===== src/rtl/encoder_status_defs.svh =====
// constants of the encoder status readback and teletext line mask logic
// assumes one 200 MHz clock and the two-wire control port on pins scl and sda
// Notes on behaviour
// - status byte read without subaddress, two addresses
// - status bits: version, captions, zero, sequence, parity
// - version field is fixed read-only identification
// - odd caption ready: clear on 67+68, set encoded
// - even caption ready: clear on 69+6A, set encoded
// - sequence flag marks first field, 4 or 8
// - two mask registers suppress teletext per line
// - mask acts only inside programmed teletext windows
// - window start offset four M-system, else one
`ifndef ENCODER_STATUS_DEFS_SVH
`define ENCODER_STATUS_DEFS_SVH

// 7-bit slave addresses: 88h/89h and 8Ch/8Dh on the wire
`define SLAVE_ADDR_A      7'h44
`define SLAVE_ADDR_B      7'h46
`define BITS_PER_BYTE     4'h8

`define SUB_CAP_ODD_1     8'h67
`define SUB_CAP_ODD_2     8'h68
`define SUB_CAP_EVEN_1    8'h69
`define SUB_CAP_EVEN_2    8'h6A
`define SUB_MASK_LO       8'h7E
`define SUB_MASK_HI       8'h7F

`define STATUS_VERSION_MSB 7
`define STATUS_VERSION_LSB 5
`define STATUS_CC_ODD     4
`define STATUS_CC_EVEN    3
`define STATUS_ZERO       2
`define STATUS_SEQ        1
`define STATUS_PARITY     0

`define SEQ_FIELDS_M      3'h3
`define SEQ_FIELDS_PAL    3'h7
`define WIN_START_M       10'h004
`define WIN_START_OTHER   10'h001
`define WIN_END_M         10'h003
`define WIN_END_OTHER     10'h000
// mask bit 0 covers this line, bit 15 the line fifteen later
`define MASK_FIRST_LINE   10'h007
`define MASK_LINES        10'h010

`define RESET_MASK        8'h00
`define RESET_CC_READY    1'b1
`define RESET_SUBADDR     8'h00
`endif


===== src/rtl/encoder_status_pkg.sv =====
// types shared by the status readback logic and its serial engine
// assumes encoder_status_defs.svh holds all numeric constants
package encoder_status_pkg;
   typedef enum logic [6:0] {
      st_idle    = 7'b000_0001,
      st_addr    = 7'b000_0010,
      st_addr_ack= 7'b000_0100,
      st_wr_byte = 7'b000_1000,
      st_wr_ack  = 7'b001_0000,
      st_rd_byte = 7'b010_0000,
      st_rd_ack  = 7'b100_0000
   } serial_state_type;
   typedef logic [7:0] byte_type;
endpackage : encoder_status_pkg


===== src/rtl/control_byte_if.sv =====
// byte-level link between the serial engine and the register logic
// assumes both ends run on the same clock
`timescale 1ns/10ps
interface control_byte_if;
   import encoder_status_pkg::*;
   logic     wr_valid;
   logic     wr_first;
   byte_type wr_data;
   logic     rd_load;
   byte_type rd_data;
   modport engine (output wr_valid, output wr_first, output wr_data,
                   output rd_load, input rd_data);
   modport regs   (input wr_valid, input wr_first, input wr_data,
                   input rd_load, output rd_data);
endinterface : control_byte_if


===== src/rtl/serial_slave_engine.sv =====
// two-wire slave engine: address match, write bytes, status read bytes
// assumes scl and sda come straight from pins; sda is open drain
`timescale 1ns/10ps
`include "encoder_status_defs.svh"
module serial_slave_engine (
   // clock and reset
   input  wire logic clk,
   input  wire logic reset,
   // pins
   input  wire logic scl_in,
   input  wire logic sda_in,
   output logic      sda_out,
   output logic      sda_oe,
   // byte side
   control_byte_if.engine bus
);
   import encoder_status_pkg::*;

   logic [1:0]       scl_sync_ff, sda_sync_ff;
   logic             scl_prev_ff, sda_prev_ff;
   serial_state_type state_ff, nxt_state;
   logic [3:0]       cnt_ff, nxt_cnt;
   byte_type         shift_ff, nxt_shift;
   logic             oe_ff, nxt_oe;
   logic             read_ff, nxt_read;
   logic             more_ff, nxt_more;
   logic             first_ff, nxt_first;
   logic             wr_valid_ff, nxt_wr_valid;
   logic             rd_load_c;
   logic             scl_s, sda_s, scl_rise, scl_fall, start_c, stop_c;

   assign scl_s    = scl_sync_ff[1];
   assign sda_s    = sda_sync_ff[1];
   assign scl_rise = scl_s & ~scl_prev_ff;
   assign scl_fall = ~scl_s & scl_prev_ff;
   assign start_c  = scl_s & scl_prev_ff & sda_prev_ff & ~sda_s;
   assign stop_c   = scl_s & scl_prev_ff & ~sda_prev_ff & sda_s;

   always_comb begin
      nxt_state    = state_ff;
      nxt_cnt      = cnt_ff;
      nxt_shift    = shift_ff;
      nxt_oe       = oe_ff;
      nxt_read     = read_ff;
      nxt_more     = more_ff;
      nxt_first    = first_ff;
      nxt_wr_valid = 1'b0;
      rd_load_c    = 1'b0;
      if (start_c) begin
         nxt_state = st_addr;
         nxt_cnt   = 4'h0;
         nxt_oe    = 1'b0;
      end else if (stop_c) begin
         nxt_state = st_idle;
         nxt_oe    = 1'b0;
      end else begin
         case (state_ff)
            st_addr, st_wr_byte: begin
               if (scl_rise && cnt_ff != `BITS_PER_BYTE) begin
                  nxt_shift = {shift_ff[6:0], sda_s};
                  nxt_cnt   = cnt_ff + 4'h1;
               end else if (scl_fall && cnt_ff == `BITS_PER_BYTE) begin
                  nxt_cnt = 4'h0;
                  if (state_ff == st_wr_byte) begin
                     nxt_state    = st_wr_ack;
                     nxt_oe       = 1'b1;
                     nxt_wr_valid = 1'b1;
                  end else if (shift_ff[7:1] == `SLAVE_ADDR_A ||
                               shift_ff[7:1] == `SLAVE_ADDR_B) begin
                     nxt_state = st_addr_ack;
                     nxt_oe    = 1'b1;
                     nxt_read  = shift_ff[0];
                     nxt_first = 1'b1;
                  end else begin
                     nxt_state = st_idle;
                  end
               end
            end
            st_wr_ack: begin
               if (scl_fall) begin
                  nxt_state = st_wr_byte;
                  nxt_oe    = 1'b0;
                  nxt_first = 1'b0;
               end
            end
            st_addr_ack, st_rd_ack: begin
               if (scl_rise && state_ff == st_rd_ack) begin
                  nxt_more = ~sda_s;
               end else if (scl_fall) begin
                  if (state_ff == st_addr_ack && !read_ff) begin
                     nxt_state = st_wr_byte;
                     nxt_oe    = 1'b0;
                  end else if (state_ff == st_addr_ack || more_ff) begin
                     // no subaddress: every read byte is the status byte
                     nxt_state = st_rd_byte;
                     nxt_shift = bus.rd_data;
                     rd_load_c = 1'b1;
                     nxt_oe    = ~bus.rd_data[7];
                     nxt_cnt   = 4'h1;
                  end else begin
                     nxt_state = st_idle;
                     nxt_oe    = 1'b0;
                  end
               end
            end
            st_rd_byte: begin
               if (scl_fall) begin
                  if (cnt_ff == `BITS_PER_BYTE) begin
                     nxt_state = st_rd_ack;
                     nxt_oe    = 1'b0;
                  end else begin
                     nxt_shift = {shift_ff[6:0], 1'b0};
                     nxt_oe    = ~shift_ff[6];
                     nxt_cnt   = cnt_ff + 4'h1;
                  end
               end
            end
            default: nxt_state = st_idle;
         endcase
      end
   end

   always_ff @(posedge clk) begin
      if (reset) begin
         scl_sync_ff <= 2'b11;
         sda_sync_ff <= 2'b11;
         scl_prev_ff <= 1'b1;
         sda_prev_ff <= 1'b1;
         state_ff    <= st_idle;
         cnt_ff      <= 4'h0;
         shift_ff    <= 8'h00;
         oe_ff       <= 1'b0;
         read_ff     <= 1'b0;
         more_ff     <= 1'b0;
         first_ff    <= 1'b0;
         wr_valid_ff <= 1'b0;
      end else begin
         scl_sync_ff <= {scl_sync_ff[0], scl_in};
         sda_sync_ff <= {sda_sync_ff[0], sda_in};
         scl_prev_ff <= scl_s;
         sda_prev_ff <= sda_s;
         state_ff    <= nxt_state;
         cnt_ff      <= nxt_cnt;
         shift_ff    <= nxt_shift;
         oe_ff       <= nxt_oe;
         read_ff     <= nxt_read;
         more_ff     <= nxt_more;
         first_ff    <= nxt_first;
         wr_valid_ff <= nxt_wr_valid;
      end
   end

   assign sda_out      = 1'b0;
   assign sda_oe       = oe_ff;
   assign bus.wr_valid = wr_valid_ff;
   assign bus.wr_first = first_ff;
   assign bus.wr_data  = shift_ff;
   assign bus.rd_load  = rd_load_c;
endmodule : serial_slave_engine


===== src/rtl/encoder_status_readback.sv =====
// status byte readback, caption ready flags and teletext line mask
// assumes line, field and caption events come from same-clock generators
`timescale 1ns/10ps
`include "encoder_status_defs.svh"
module encoder_status_readback #(
   // arbitrary neutral value
   parameter logic [2:0] VERSION_ID = 3'h5
) (
   // clock and reset
   input  wire logic                     clk,
   input  wire logic                     reset,
   // control port pins
   input  wire logic                     scl_in,
   input  wire logic                     sda_in,
   output logic                          sda_out,
   output logic                          sda_oe,
   // writes passed on to the encoder register file
   output logic                          reg_write_strobe,
   output encoder_status_pkg::byte_type  reg_write_addr,
   output encoder_status_pkg::byte_type  reg_write_data,
   // video timing
   input  wire logic                     m_system,
   input  wire logic                     field_start,
   input  wire logic                     field_is_even,
   input  wire logic                     sequence_restart,
   input  wire logic [9:0]               current_line,
   // caption encoder events
   input  wire logic                     odd_caption_encoded,
   input  wire logic                     even_caption_encoded,
   // teletext windows
   input  wire logic                     teletext_enable,
   input  wire logic [9:0]               odd_window_first_line,
   input  wire logic [9:0]               odd_window_last_line,
   input  wire logic [9:0]               even_window_first_line,
   input  wire logic [9:0]               even_window_last_line,
   output logic                          teletext_request_out
);
   import encoder_status_pkg::*;

   control_byte_if bus ();

   serial_slave_engine u_engine (
      .clk     (clk),
      .reset   (reset),
      .scl_in  (scl_in),
      .sda_in  (sda_in),
      .sda_out (sda_out),
      .sda_oe  (sda_oe),
      .bus     (bus.engine)
   );

   byte_type    subaddr_ff, nxt_subaddr;
   logic        strobe_ff, nxt_strobe;
   byte_type    waddr_ff, nxt_waddr;
   byte_type    wdata_ff, nxt_wdata;
   logic [15:0] mask_ff, nxt_mask;
   logic [1:0]  odd_seen_ff, nxt_odd_seen;
   logic [1:0]  even_seen_ff, nxt_even_seen;
   logic        odd_rdy_ff, nxt_odd_rdy;
   logic        even_rdy_ff, nxt_even_rdy;
   logic [2:0]  seq_cnt_ff, nxt_seq_cnt;
   byte_type    status_ff, nxt_status;
   logic        ttx_ff, nxt_ttx;
   logic        data_wr;

   // window bounds in absolute line numbers
   function automatic logic in_window(input logic [9:0] line,
                                      input logic [9:0] first,
                                      input logic [9:0] last,
                                      input logic       msys);
      logic [9:0] lo;
      logic [9:0] hi;
      lo = first + (msys ? `WIN_START_M : `WIN_START_OTHER);
      hi = last + (msys ? `WIN_END_M : `WIN_END_OTHER);
      return (line >= lo) && (line <= hi);
   endfunction : in_window

   // caption pair tracker: both bytes must land before the flag drops
   function automatic logic [1:0] track_pair(input logic [1:0] seen,
                                             input logic       hit1,
                                             input logic       hit2);
      return seen | {hit2, hit1};
   endfunction : track_pair

   assign data_wr = bus.wr_valid & ~bus.wr_first;

   // register write path
   always_comb begin
      nxt_subaddr = subaddr_ff;
      nxt_strobe  = 1'b0;
      nxt_waddr   = waddr_ff;
      nxt_wdata   = wdata_ff;
      nxt_mask    = mask_ff;
      if (bus.wr_valid && bus.wr_first) begin
         nxt_subaddr = bus.wr_data;
      end else if (data_wr) begin
         nxt_strobe  = 1'b1;
         nxt_waddr   = subaddr_ff;
         nxt_wdata   = bus.wr_data;
         nxt_subaddr = subaddr_ff + 8'h01;
         if (subaddr_ff == `SUB_MASK_LO) begin
            nxt_mask[7:0] = bus.wr_data;
         end else if (subaddr_ff == `SUB_MASK_HI) begin
            nxt_mask[15:8] = bus.wr_data;
         end
      end
   end

   always_ff @(posedge clk) begin
      if (reset) begin
         subaddr_ff <= `RESET_SUBADDR;
         strobe_ff  <= 1'b0;
         waddr_ff   <= `RESET_SUBADDR;
         wdata_ff   <= 8'h00;
         mask_ff    <= {`RESET_MASK, `RESET_MASK};
      end else begin
         subaddr_ff <= nxt_subaddr;
         strobe_ff  <= nxt_strobe;
         waddr_ff   <= nxt_waddr;
         wdata_ff   <= nxt_wdata;
         mask_ff    <= nxt_mask;
      end
   end

   // status flags; an encode event in the clearing cycle keeps the flag set
   always_comb begin
      logic odd_w1;
      logic odd_w2;
      logic even_w1;
      logic even_w2;
      odd_w1  = data_wr && subaddr_ff == `SUB_CAP_ODD_1;
      odd_w2  = data_wr && subaddr_ff == `SUB_CAP_ODD_2;
      even_w1 = data_wr && subaddr_ff == `SUB_CAP_EVEN_1;
      even_w2 = data_wr && subaddr_ff == `SUB_CAP_EVEN_2;
      nxt_odd_seen  = track_pair(odd_seen_ff, odd_w1, odd_w2);
      nxt_even_seen = track_pair(even_seen_ff, even_w1, even_w2);
      nxt_odd_rdy   = odd_rdy_ff;
      nxt_even_rdy  = even_rdy_ff;
      if (nxt_odd_seen == 2'b11) begin
         nxt_odd_rdy  = 1'b0;
         nxt_odd_seen = 2'b00;
      end
      if (nxt_even_seen == 2'b11) begin
         nxt_even_rdy  = 1'b0;
         nxt_even_seen = 2'b00;
      end
      if (odd_caption_encoded) begin
         nxt_odd_rdy = 1'b1;
      end
      if (even_caption_encoded) begin
         nxt_even_rdy = 1'b1;
      end
      nxt_seq_cnt = seq_cnt_ff;
      if (sequence_restart) begin
         nxt_seq_cnt = 3'h0;
      end else if (field_start) begin
         // wrap after four fields in M-systems, eight otherwise
         if (seq_cnt_ff >= (m_system ? `SEQ_FIELDS_M : `SEQ_FIELDS_PAL)) begin
            nxt_seq_cnt = 3'h0;
         end else begin
            nxt_seq_cnt = seq_cnt_ff + 3'h1;
         end
      end
      nxt_status = 8'h00;
      nxt_status[`STATUS_VERSION_MSB:`STATUS_VERSION_LSB] = VERSION_ID;
      nxt_status[`STATUS_CC_ODD]  = odd_rdy_ff;
      nxt_status[`STATUS_CC_EVEN] = even_rdy_ff;
      nxt_status[`STATUS_ZERO]    = 1'b0;
      nxt_status[`STATUS_SEQ]     = (seq_cnt_ff == 3'h0);
      nxt_status[`STATUS_PARITY]  = field_is_even;
   end

   always_ff @(posedge clk) begin
      if (reset) begin
         odd_seen_ff  <= 2'b00;
         even_seen_ff <= 2'b00;
         odd_rdy_ff   <= `RESET_CC_READY;
         even_rdy_ff  <= `RESET_CC_READY;
         seq_cnt_ff   <= 3'h0;
         status_ff    <= 8'h00;
      end else begin
         odd_seen_ff  <= nxt_odd_seen;
         even_seen_ff <= nxt_even_seen;
         odd_rdy_ff   <= nxt_odd_rdy;
         even_rdy_ff  <= nxt_even_rdy;
         seq_cnt_ff   <= nxt_seq_cnt;
         status_ff    <= nxt_status;
      end
   end

   // teletext line gate: window first, the mask can only remove lines
   always_comb begin
      logic       win;
      logic       masked;
      logic [9:0] idx;
      win    = field_is_even ?
               in_window(current_line, even_window_first_line,
                         even_window_last_line, m_system) :
               in_window(current_line, odd_window_first_line,
                         odd_window_last_line, m_system);
      idx    = current_line - `MASK_FIRST_LINE;
      masked = (current_line >= `MASK_FIRST_LINE) && (idx < `MASK_LINES) &&
               mask_ff[idx[3:0]];
      nxt_ttx = teletext_enable & win & ~masked;
   end

   always_ff @(posedge clk) begin
      if (reset) begin
         ttx_ff <= 1'b0;
      end else begin
         ttx_ff <= nxt_ttx;
      end
   end

   assign bus.rd_data          = status_ff;
   assign reg_write_strobe     = strobe_ff;
   assign reg_write_addr       = waddr_ff;
   assign reg_write_data       = wdata_ff;
   assign teletext_request_out = ttx_ff;
endmodule : encoder_status_readback


===== config.mk =====
export PLATFORM = sky130hd
export DESIGN_NAME = encoder_status_readback
export DESIGN_NICKNAME = d
export VERILOG_FILES = /design/src/rtl/encoder_status_pkg.sv /design/src/rtl/control_byte_if.sv /design/src/rtl/serial_slave_engine.sv /design/src/rtl/encoder_status_readback.sv
export VERILOG_INCLUDE_DIRS = /design/src /design/src/rtl
export SDC_FILE = /design/constraint.sdc
export NUM_CORES = 1
export LEC_CHECK = 0
export ABC_AREA = 1
export BUFFER_PORTS_ARGS = -buffer_cell sky130_fd_sc_hd__buf_4
export CORE_MARGIN = 2
export CORE_UTILIZATION = 31
export DETAILED_ROUTE_END_ITERATION = 16
export PLACE_DENSITY_LB_ADDON = 0.2
export SLEW_MARGIN = 10
export SYNTH_ARGS = -nofsm -noshare
export SYNTH_HDL_FRONTEND = slang
export SYNTH_SLANG_ARGS = --single-unit
export TNS_END_PERCENT = 20

===== constraint.sdc =====
create_clock -name clk -period 5.1 [get_ports clk]
set_clock_uncertainty 0.1 [all_clocks]
set_input_delay 0.765 -clock clk [delete_from_list [all_inputs] [get_ports clk]]
set_output_delay 0.765 -clock clk [all_outputs]
set_load 0.02 [all_outputs]

# Word level (Yosys, flattened, before mapping)
# Index checks and enable logic that the tools add are counted.
# op_classes
addsub	8
n_lt_le_gt_ge	8
eq_ne	40
muxes	59
n_bitwise	28
reduce_logical	43
# op_table
cell	n
two-way mux 8 bit	10
two-way mux 7 bit	9
== test 8 x 7 -> 1 bit (second input constant)	6
two-way mux 4 bit	8
one-hot mux 7 bit (4 select lines)	1
one-hot mux 8 bit (3 select lines)	1
== test 7 bit (second input constant)	3
AND reduction 7 bit	3
adder 10 bit	2
greater-or-equal comparator 10 bit	2
less-or-equal comparator 10 bit	2
inequality test 4 x 1 -> 1 bit (second input constant)	5
two-way mux 1 bit	18
OR reduction 2 bit	9
inequality test 2 x 1 -> 1 bit (second input constant)	8
NOT 1 bit	16
AND reduction 8 bit	2
logical AND 1 bit	13
two-way mux 3 bit	4
one-hot mux 4 bit (3 select lines)	1
adder 10 x 2 -> 10 bit	1
adder 10 x 3 -> 10 bit	1
AND 1 bit	10
greater-or-equal comparator 10 x 3 -> 1 bit (second input constant)	1
other kinds (37)	50
# totals
reg_bits	89
in_bits	61

# Longest topological paths before layout
# Gate-level depths: netlist of the first run.
# depth
depth_word	9
ltp_mapped	21

# By module
# Synthesis of the first run repeated with hierarchy kept, for this count alone.
# unflattened
hier_cells	909
area_unflattened_um2	6067.1
# by_module_without_submodules
module	instances	cells_per_inst	area_per_inst_um2
encoder_status_readback	1	608	4237.8
serial_slave_engine	1	301	1829.3

# Worst setup path after synthesis of the first run
# No wires, ideal clock.
# synth_timing
kind	input-to-reg
start	input m_system
end	register ttx_ff, in the netlist teletext_request_out
setup_time_ns	0.112
t_arrival_ns	2.845
slack_ns	2.043
stages	18
n_path_buf	0
cell_sequence	ha_1 inv_1 fa_1 nor2_1 nand3_1 nor3_1 xor2_1 inv_1 ha_1 nand2_1 nor2_1 o211ai_1 nand3_1 nand2_1 nand2_1 nand2_1 nand2_1 nor2_1
# synth_via
elab_chain_cells	7
elab_cells_between_ends	15
classes_between	4 x add/sub; 4 x order compare; 3 x mux; 2 x bitwise; 2 x reduce/logical
# synth_rtl
item	line	source
start: declaration	encoder_status_readback.sv:22	input wire logic m_system,
two-way mux 3 bit (no source line) or two-way mux 2 bit (tied branches)	-	
adder 10 x 3 -> 10 bit (tied with other cells)	encoder_status_readback.sv:73	lo = first + (msys ? `WIN_START_M : `WIN_START_OTHER);
greater-or-equal comparator 10 bit or less-or-equal comparator 10 bit (tied branches)	encoder_status_readback.sv:75	return (line >= lo) && (line <= hi);
logical AND 1 bit	encoder_status_readback.sv:75	
two-way mux 1 bit (*)	encoder_status_readback.sv:196	win = field_is_even ?
AND 1 bit (*) (2 in series)	encoder_status_readback.sv:204	nxt_ttx = teletext_enable & win & ~masked;
end signal: assignment	encoder_status_readback.sv:211	ttx_ff <= nxt_ttx;
end: declaration	encoder_status_readback.sv:63	logic ttx_ff, nxt_ttx;
# Every way passes the cells marked *; elsewhere a longest branch is shown, timed or not.
# A chain may end at the register's enable or synchronous reset.

# Worst setup path in the final report of the first run
# Ends and elaborated chain as after synthesis.

==> summary.md, run 1 <==
| Metric | Value |
|---|---|
| Avg Cell Area, Syn | 6.92 um2 |
| Post-synth cell types | 42 |
| Max clock buf depth | 2 |
| CTS sink cnt | 86 |
| Grt ovf | 0 |
| Cell taking the most area after synthesis | dfxtp_1 |
| Area added between synthesis and finish | 18.8% |
| Commonest non-fill, non-tap cell in the layout | nand2_1 |
| Net load switching power | 399 uW |
| Dpl ws | 1.66 ns |
| Most frequent cells in the layout | nand2_1, inv_1, nor2_1 |
| Status | complete, no violations |
| First-pass GRT wire length | 25500 um |
| P per Cell Area | 228 nW/um2 |
| H-tree depth | 3 |
| HPWL Detailed | 11600 um |
| Synth area leaders | dfxtp_1, ha_1, nand2_1 |
| Number of gates resized after CTS | 0 |
| Initial Utilization | 31.4% |
| Core ar. | 18600 um2 |
| Final GP Congestion | 0.868 |
| Setup violations, final | 0 |
| Area of the mapped netlist | 5840 um2 |
| Ant diodes | 0 |
| Post-synth EDFFs | 0 |
| Crit-path max FO | 8 |
| Share of layout cells above drive strength 1 | 13.7% |
| Clk network pwr share | 42.3% |
| Slew Limit Fails | 0 |
| CTS Root Cell | clkbuf_16 |
| Max layer used | met4 |
| Ys flop type | dfxtp_1 |
| Yosys warning count | 0 |
| Worst slew margin | 42.3% |
| Logic gate share of total power | 14.7% |
| Post-route setup TNS | 0 ns |
| PnR worst setup slack | 2.01 ns |
| Share of the synthesized area in the top cell type | 29.5% |
| Final Cycle Share | 60.5% |
| Setup CP Type | in2reg |
| Worst hold-check path type | reg2reg |
| Port Buf Inserts | 79 |
| Filler cell count | 2024 |
| Met3 wire length | 666 um |
| Type of destination of the critical path | flip-flop |
| P_int | 1180 uW |
| First-pass DRT Iterations | 4 |
| Fmax | 324 MHz |
| Drt via density | 4.76 |
| First DRT Iteration DRCs | 290 |
| Sequential area share after synthesis | 29.5% |
| Part of the power in registers | 43.1% |
| Flop2flop setup slack | 2.79 ns |
| Clk Latency, worst-skew pair | 0.34 ns |
| Largest net degree at the start of global routing | 37 |
| Hold Buf Count CTS | 0 |
| Synth Register Bits | 86 |
| # IOs | 81 |
| Die area | 19900 um2 |
| WP data required | 5.24 ns |
| Die height | 141 um |
| Clock slew at reported path FFs | 0.06 ns |
| Max Cap Violations | 0 |
| Final #Nets | 1041 |
| Chip Width | 141 um |
| Post-synthesis async set-or-reset flop share | 0% |
| Sw Ratio | 25.2% |
| CTS buffer count | 9 |
| WL per Instance | 13.3 um |
| TritonCTS clock tree | done |
| WL met1 | 7750 um |
| Antenna-violating nets left | 0 |
| Worst-Margin Slew | 0.865 ns |
| Crit start category | input pin |
| Final wirelength | 15400 um |
| Util after Layout | 37.3% |
| Leakage Power | 0.00334 uW |
| Vias in the first global route | 5116 |
| Setup repair bufs after CTS | 0 |
| RSZ-0062 raised after global routing | no |
| DR DRC count | 0 |
| Gr usage total | 15.9% |
| Tmin final | 3.09 ns |
| Final Hold Fails | 0 |
| Worst Path Arrival | 3.23 ns |
| Antenna violations before repair | 0 |
| Syn_nets | 967 |
| DR WL met2 | 6750 um |
| Mapped Cells | 844 |
| VDD IR max | 0.159 mV |
| DR vias | 5498 |
| FP Rows | 50 |
[registers in the layout, summed over array words and instances (netlist names), 2 cells and up]
name	flops
u_engine.bus.wr_data	8
u_engine.scl_sync_ff	2
u_engine.sda_sync_ff	2
seq_cnt_ff	3
reg_write_addr	8
odd_seen_ff	2
u_engine.cnt_ff	4
even_seen_ff	2
u_engine.state_ff	7
subaddr_ff	8
bus.rd_data	5
reg_write_data	8
mask_ff	16
[power groups by stage]
stage	sequential (uW)	clock (uW)	combinational, uW
after global placement	695	0	233
final	680	668	232
after global routing	680	712	270
after detailed placement	695	0	233
after CTS	680	686	235
after floorplan	695	0	143
[cell type report]
cell class	count	area [um2]	area share, %
multi-input combinational	617	3570	51.4
timing repair buffer	80	601	8.66
clock inverter	1	30.0	0.433
inverter	124	465	6.71
clock buffer	13	260	3.75
sequential	86	1720	24.8
tap	234	293	4.22
[metal layers]
metal / vias up / global-route usage, %
met2: 92 / 24.9
met3: 15 / 2.89
met4: 0 / 5.05
met1: 2488 / 22.1
met5: - / 0
li1: 2903 / -
[Yosys cell counts, types with 3 or more instances]
library cell,number
nor2_2,6
nand3_1,63
inv_2,7
xnor2_1,15
nor2_1,96
nor3_1,6
or2_2,6
o211ai_1,4
inv_1,116
a31oi_1,6
dfxtp_1,86
nor2_4,4
nand3_2,3
a211oi_1,9
nand4_1,9
nand2_2,6
xor2_1,18
ha_1,60
buf_4,3
o21ai_0,57
clkbuf_1,10
o21bai_1,3
nand3b_1,9
nand2_1,161
a21oi_1,56
[per-stage QoR]
stage / instances / total power [uW] / hold slack (ns) / area (um2)
2_1_floorplan: 844 / 838 / 0.289 / 5840
3_3_place_gp: 1141 / 928 / 0.298 / 6650
3_5_place_dp: 1141 / 928 / 0.297 / 6650
4_1_cts: 1155 / 1600 / 0.312 / 6940
5_1_grt: 1155 / 1660 / 0.320 / 6940
6_report: 1155 / 1580 / 0.307 / 6940
[cells by family after synthesis]
family | count (synthesis) | share of synthesized area, %
buffers and inverters | 141 | 9.41
flip-flops | 86 | 29.5
AND/OR/NAND/NOR | 373 | 28.5
adder cells (fa/ha/maj) | 62 | 13.5
XOR/XNOR | 33 | 4.95
AO/OA/AOI/OAI | 148 | 14.1
other | 1 | 0.0642
[worst paths after layout]
kind | from | endpoint | depth (start not counted)
max | m_system | teletext_request_out | 19
min | u_engine.scl_sync_ff[0] | u_engine.scl_sync_ff[1] | 1
max reg2reg | u_engine.bus.wr_valid | even_seen_ff[1] | 7
min reg2reg | u_engine.scl_sync_ff[0] | u_engine.scl_sync_ff[1] | 1
[critical path, cell delays in order]
cell and delay [ns]:
buf_4 0.15, ha_1 0.18, inv_1 0.05, fa_1 0.39, nor2_1 0.18, nand3_1 0.13
nor3_1 0.19, xor2_1 0.16, inv_1 0.05, ha_1 0.27, nand2_1 0.07, nor2_1 0.18
o211ai_1 0.11, nand3_1 0.09, nand2_1 0.05, nand2_1 0.06, nand2_1 0.04, nand2_1 0.05
nor2_1 0.03
Power figures use the tool's default switching activity.
==> run 2: changes to the inputs <==
Clock period 5.1 ns to 3.2 ns, I/O delays scaled along.
==> run 2 against run 1 <==
Net effect: flip-flop and latch count unchanged; wire length fell by 1.3%; global-route usage down 0.33 points; critical endpoint unchanged.
==> summary.md, run 2 (synthesis gave the netlist of run 1 again) <==
| Metric | Value |
|---|---|
| PnR worst setup slack | 0.448 ns |
| Dpl ws | 0.0567 ns |
| Biggest register | mask_ff |
| Worst slew margin | 53.9% |
| Fmax | 363 MHz |
| First-pass DRT Iterations | 5 |
| Final Hold Fails | 0 |
| Crit. path cell count | 19 |
| First DRT Iteration DRCs | 255 |
| Core ar. | 18600 um2 |
| DR vias | 5464 |
| Worst hold-check path type | in2reg |
| Cell family with most CP delay | simple AND/OR/NAND/NOR gates |
| Initial Utilization | 31.4% |
| Grt ovf | 0 |
| WP data required | 3.35 ns |
| Setup violations, final | 0 |
| Clk network pwr share | 42.2% |
| # IOs | 81 |
| Critical path cell sequence | buf_4 > ha_1 > inv_1 > fa_1 > nor2_1 > nand3_1 > nor3_1 > xor2_1 > inv_1 > ha_1 > nand2_1 > nor2_1 > o211ai_1 > nand3_1 > nand2_1 > nand2_1 > nand2_1 > nand2_1 > nor2_1 |
| Sw Ratio | 25.1% |
| WL per Instance | 13.1 um |
| Crit-path max FO | 8 |
| Worst Path Arrival | 2.90 ns |
| Max Cap Violations | 0 |
| Max clock buf depth | 2 |
| Design area | 6960 um2 |
| Setup repair bufs after CTS | 0 |
| Largest net degree at the start of global routing | 26 |
| FP Rows | 50 |
| P per Cell Area | 361 nW/um2 |
| Final Cycle Share | 86.0% |
| H-tree depth | 3 |
| Vias in the first global route | 5061 |
| Util after Layout | 37.5% |
| Type of destination of the critical path | flip-flop |
| RSZ-0062 raised after global routing | no |
| Reg-to-reg endpoint | u_engine.state_ff[4] |
| Final wirelength | 15200 um |
| Slowest stage cell, crit path | fa_1 |
| CTS Root Cell | clkbuf_16 |
| Status | complete, no violations |
| Area added between synthesis and finish | 19.2% |
| First-pass GRT wire length | 24900 um |
| Part of the power in registers | 43.1% |
| Hold Buf Count CTS | 0 |
| DR DRC count | 0 |
| CTS buffer count | 9 |
| Share of layout cells above drive strength 1 | 14.0% |
| Post-route setup TNS | 0 ns |
| Clk Latency, worst-skew pair | 0.35 ns |
| CTS sink cnt | 86 |
| Antenna violations before repair | 0 |
| Chip Width | 141 um |
| Ant diodes | 0 |
| Worst r2r src | u_engine.cnt_ff[0] |
| Most frequent cells in the layout | nand2_1, inv_1, nor2_1 |
| Logic gate share of total power | 14.7% |
| CP startpoint | m_system |
| Cell count after placement | 1144 |
| TritonCTS clock tree | done |
| Clock slew at reported path FFs | 0.06 ns |
| CP endpoint | teletext_request_out |
| Commonest non-fill, non-tap cell in the layout | nand2_1 |
| Worst Reg-to-Reg Cells | 12 |
| Setup CP Type | in2reg |
| Antenna-violating nets left | 0 |
| P_int | 1880 uW |
| Crit start category | input pin |
| Tmin final | 2.75 ns |
| Worst-Margin Slew | 0.691 ns |
| Slew Limit Fails | 0 |
| Die height | 141 um |
| VDD IR max | 0.259 mV |
| Drt via density | 4.72 |
| Final #Nets | 1044 |
| Gr usage total | 15.5% |
| Net load switching power | 632 uW |
| Port Buf Inserts | 79 |
| Largest register FFs | 16 |
| Leakage Power | 0.00336 uW |
| Number of gates resized after CTS | 0 |
| CP dominant cell by count | nand2_1 |
| Final GP Congestion | 0.862 |
| Max stage delay on crit path | 0.39 ns |
| HPWL Detailed | 11700 um |
| Die area | 19900 um2 |
| Final std cells w/o fill | 1158 |
| Placed Instance Area | 6670 um2 |
| Flop2flop setup slack | 1.15 ns |
| Buf+Inv Stages, Crit Path | 3 |
run 2: cell count changes in the layout (fill, tap and decap cells not counted):
cell   change
buf_4      +3
run 2: per-layer routing:
layer | global-route usage (%) | vias up | share of wire, %
li1 | - | 2905 | -
met1 | 22.2 | 2418 | 50
met2 | 24.0 | 128 | 44
met3 | 2.75 | 13 | 5.4
met4 | 4.47 | 0 | 1.2
met5 | 0 | - | 0
run 2: cell type report:
cell class,count,area [um2]
fillers,2019,11600
multi-input cells,617,3570
flip-flops and latches,86,1720
repair buffers,83,623
inverters,124,465
well taps,234,293
clock buffers,13,260
clock inverters,1,30.0
run 2: per-stage QoR:
step                      power [uW]  hold slack [ns]
after global placement          1480            0.294
after floorplan                 1340            0.289
after global routing            2650            0.221
final                           2520            0.209
after detailed placement        1480            0.296
after CTS                       2550            0.200
run 2: worst min path at each step:
stage | slack [ns] | start | to | cells after the start
2_1_floorplan | 0.29 | u_engine.scl_sync_ff[0] | u_engine.scl_sync_ff[1] | 1
3_3_place_gp | 0.29 | u_engine.sda_sync_ff[0] | u_engine.sda_sync_ff[1] | 1
3_5_place_dp | 0.30 | u_engine.scl_sync_ff[0] | u_engine.scl_sync_ff[1] | 1
4_1_cts | 0.20 | odd_caption_encoded | odd_rdy_ff | 3
5_1_grt | 0.22 | scl_in | u_engine.scl_sync_ff[0] | 2
6_report | 0.21 | even_caption_encoded | even_rdy_ff | 3
run 2: power groups by stage:
| stage | combinational, uW | clock, uW | sequential, uW |
|---|---|---|---|
| 2_1_floorplan | 229 | 0 | 1110 |
| 3_3_place_gp | 373 | 0 | 1110 |
| 3_5_place_dp | 374 | 0 | 1110 |
| 4_1_cts | 376 | 1090 | 1080 |
| 5_1_grt | 436 | 1130 | 1080 |
| 6_report | 371 | 1060 | 1080 |
run 2: worst register-to-register path: stages (launching register included):
cell and delay, ns:
dfxtp_1 0.35, inv_1 0.09, ha_1 0.17, nand2_1 0.06
nor2_1 0.14, nand2_1 0.16, nand3_1 0.18, nand2_1 0.08
nor2_2 0.24, inv_1 0.13, o21ai_0 0.17, nand2_1 0.07
inv_1 0.06
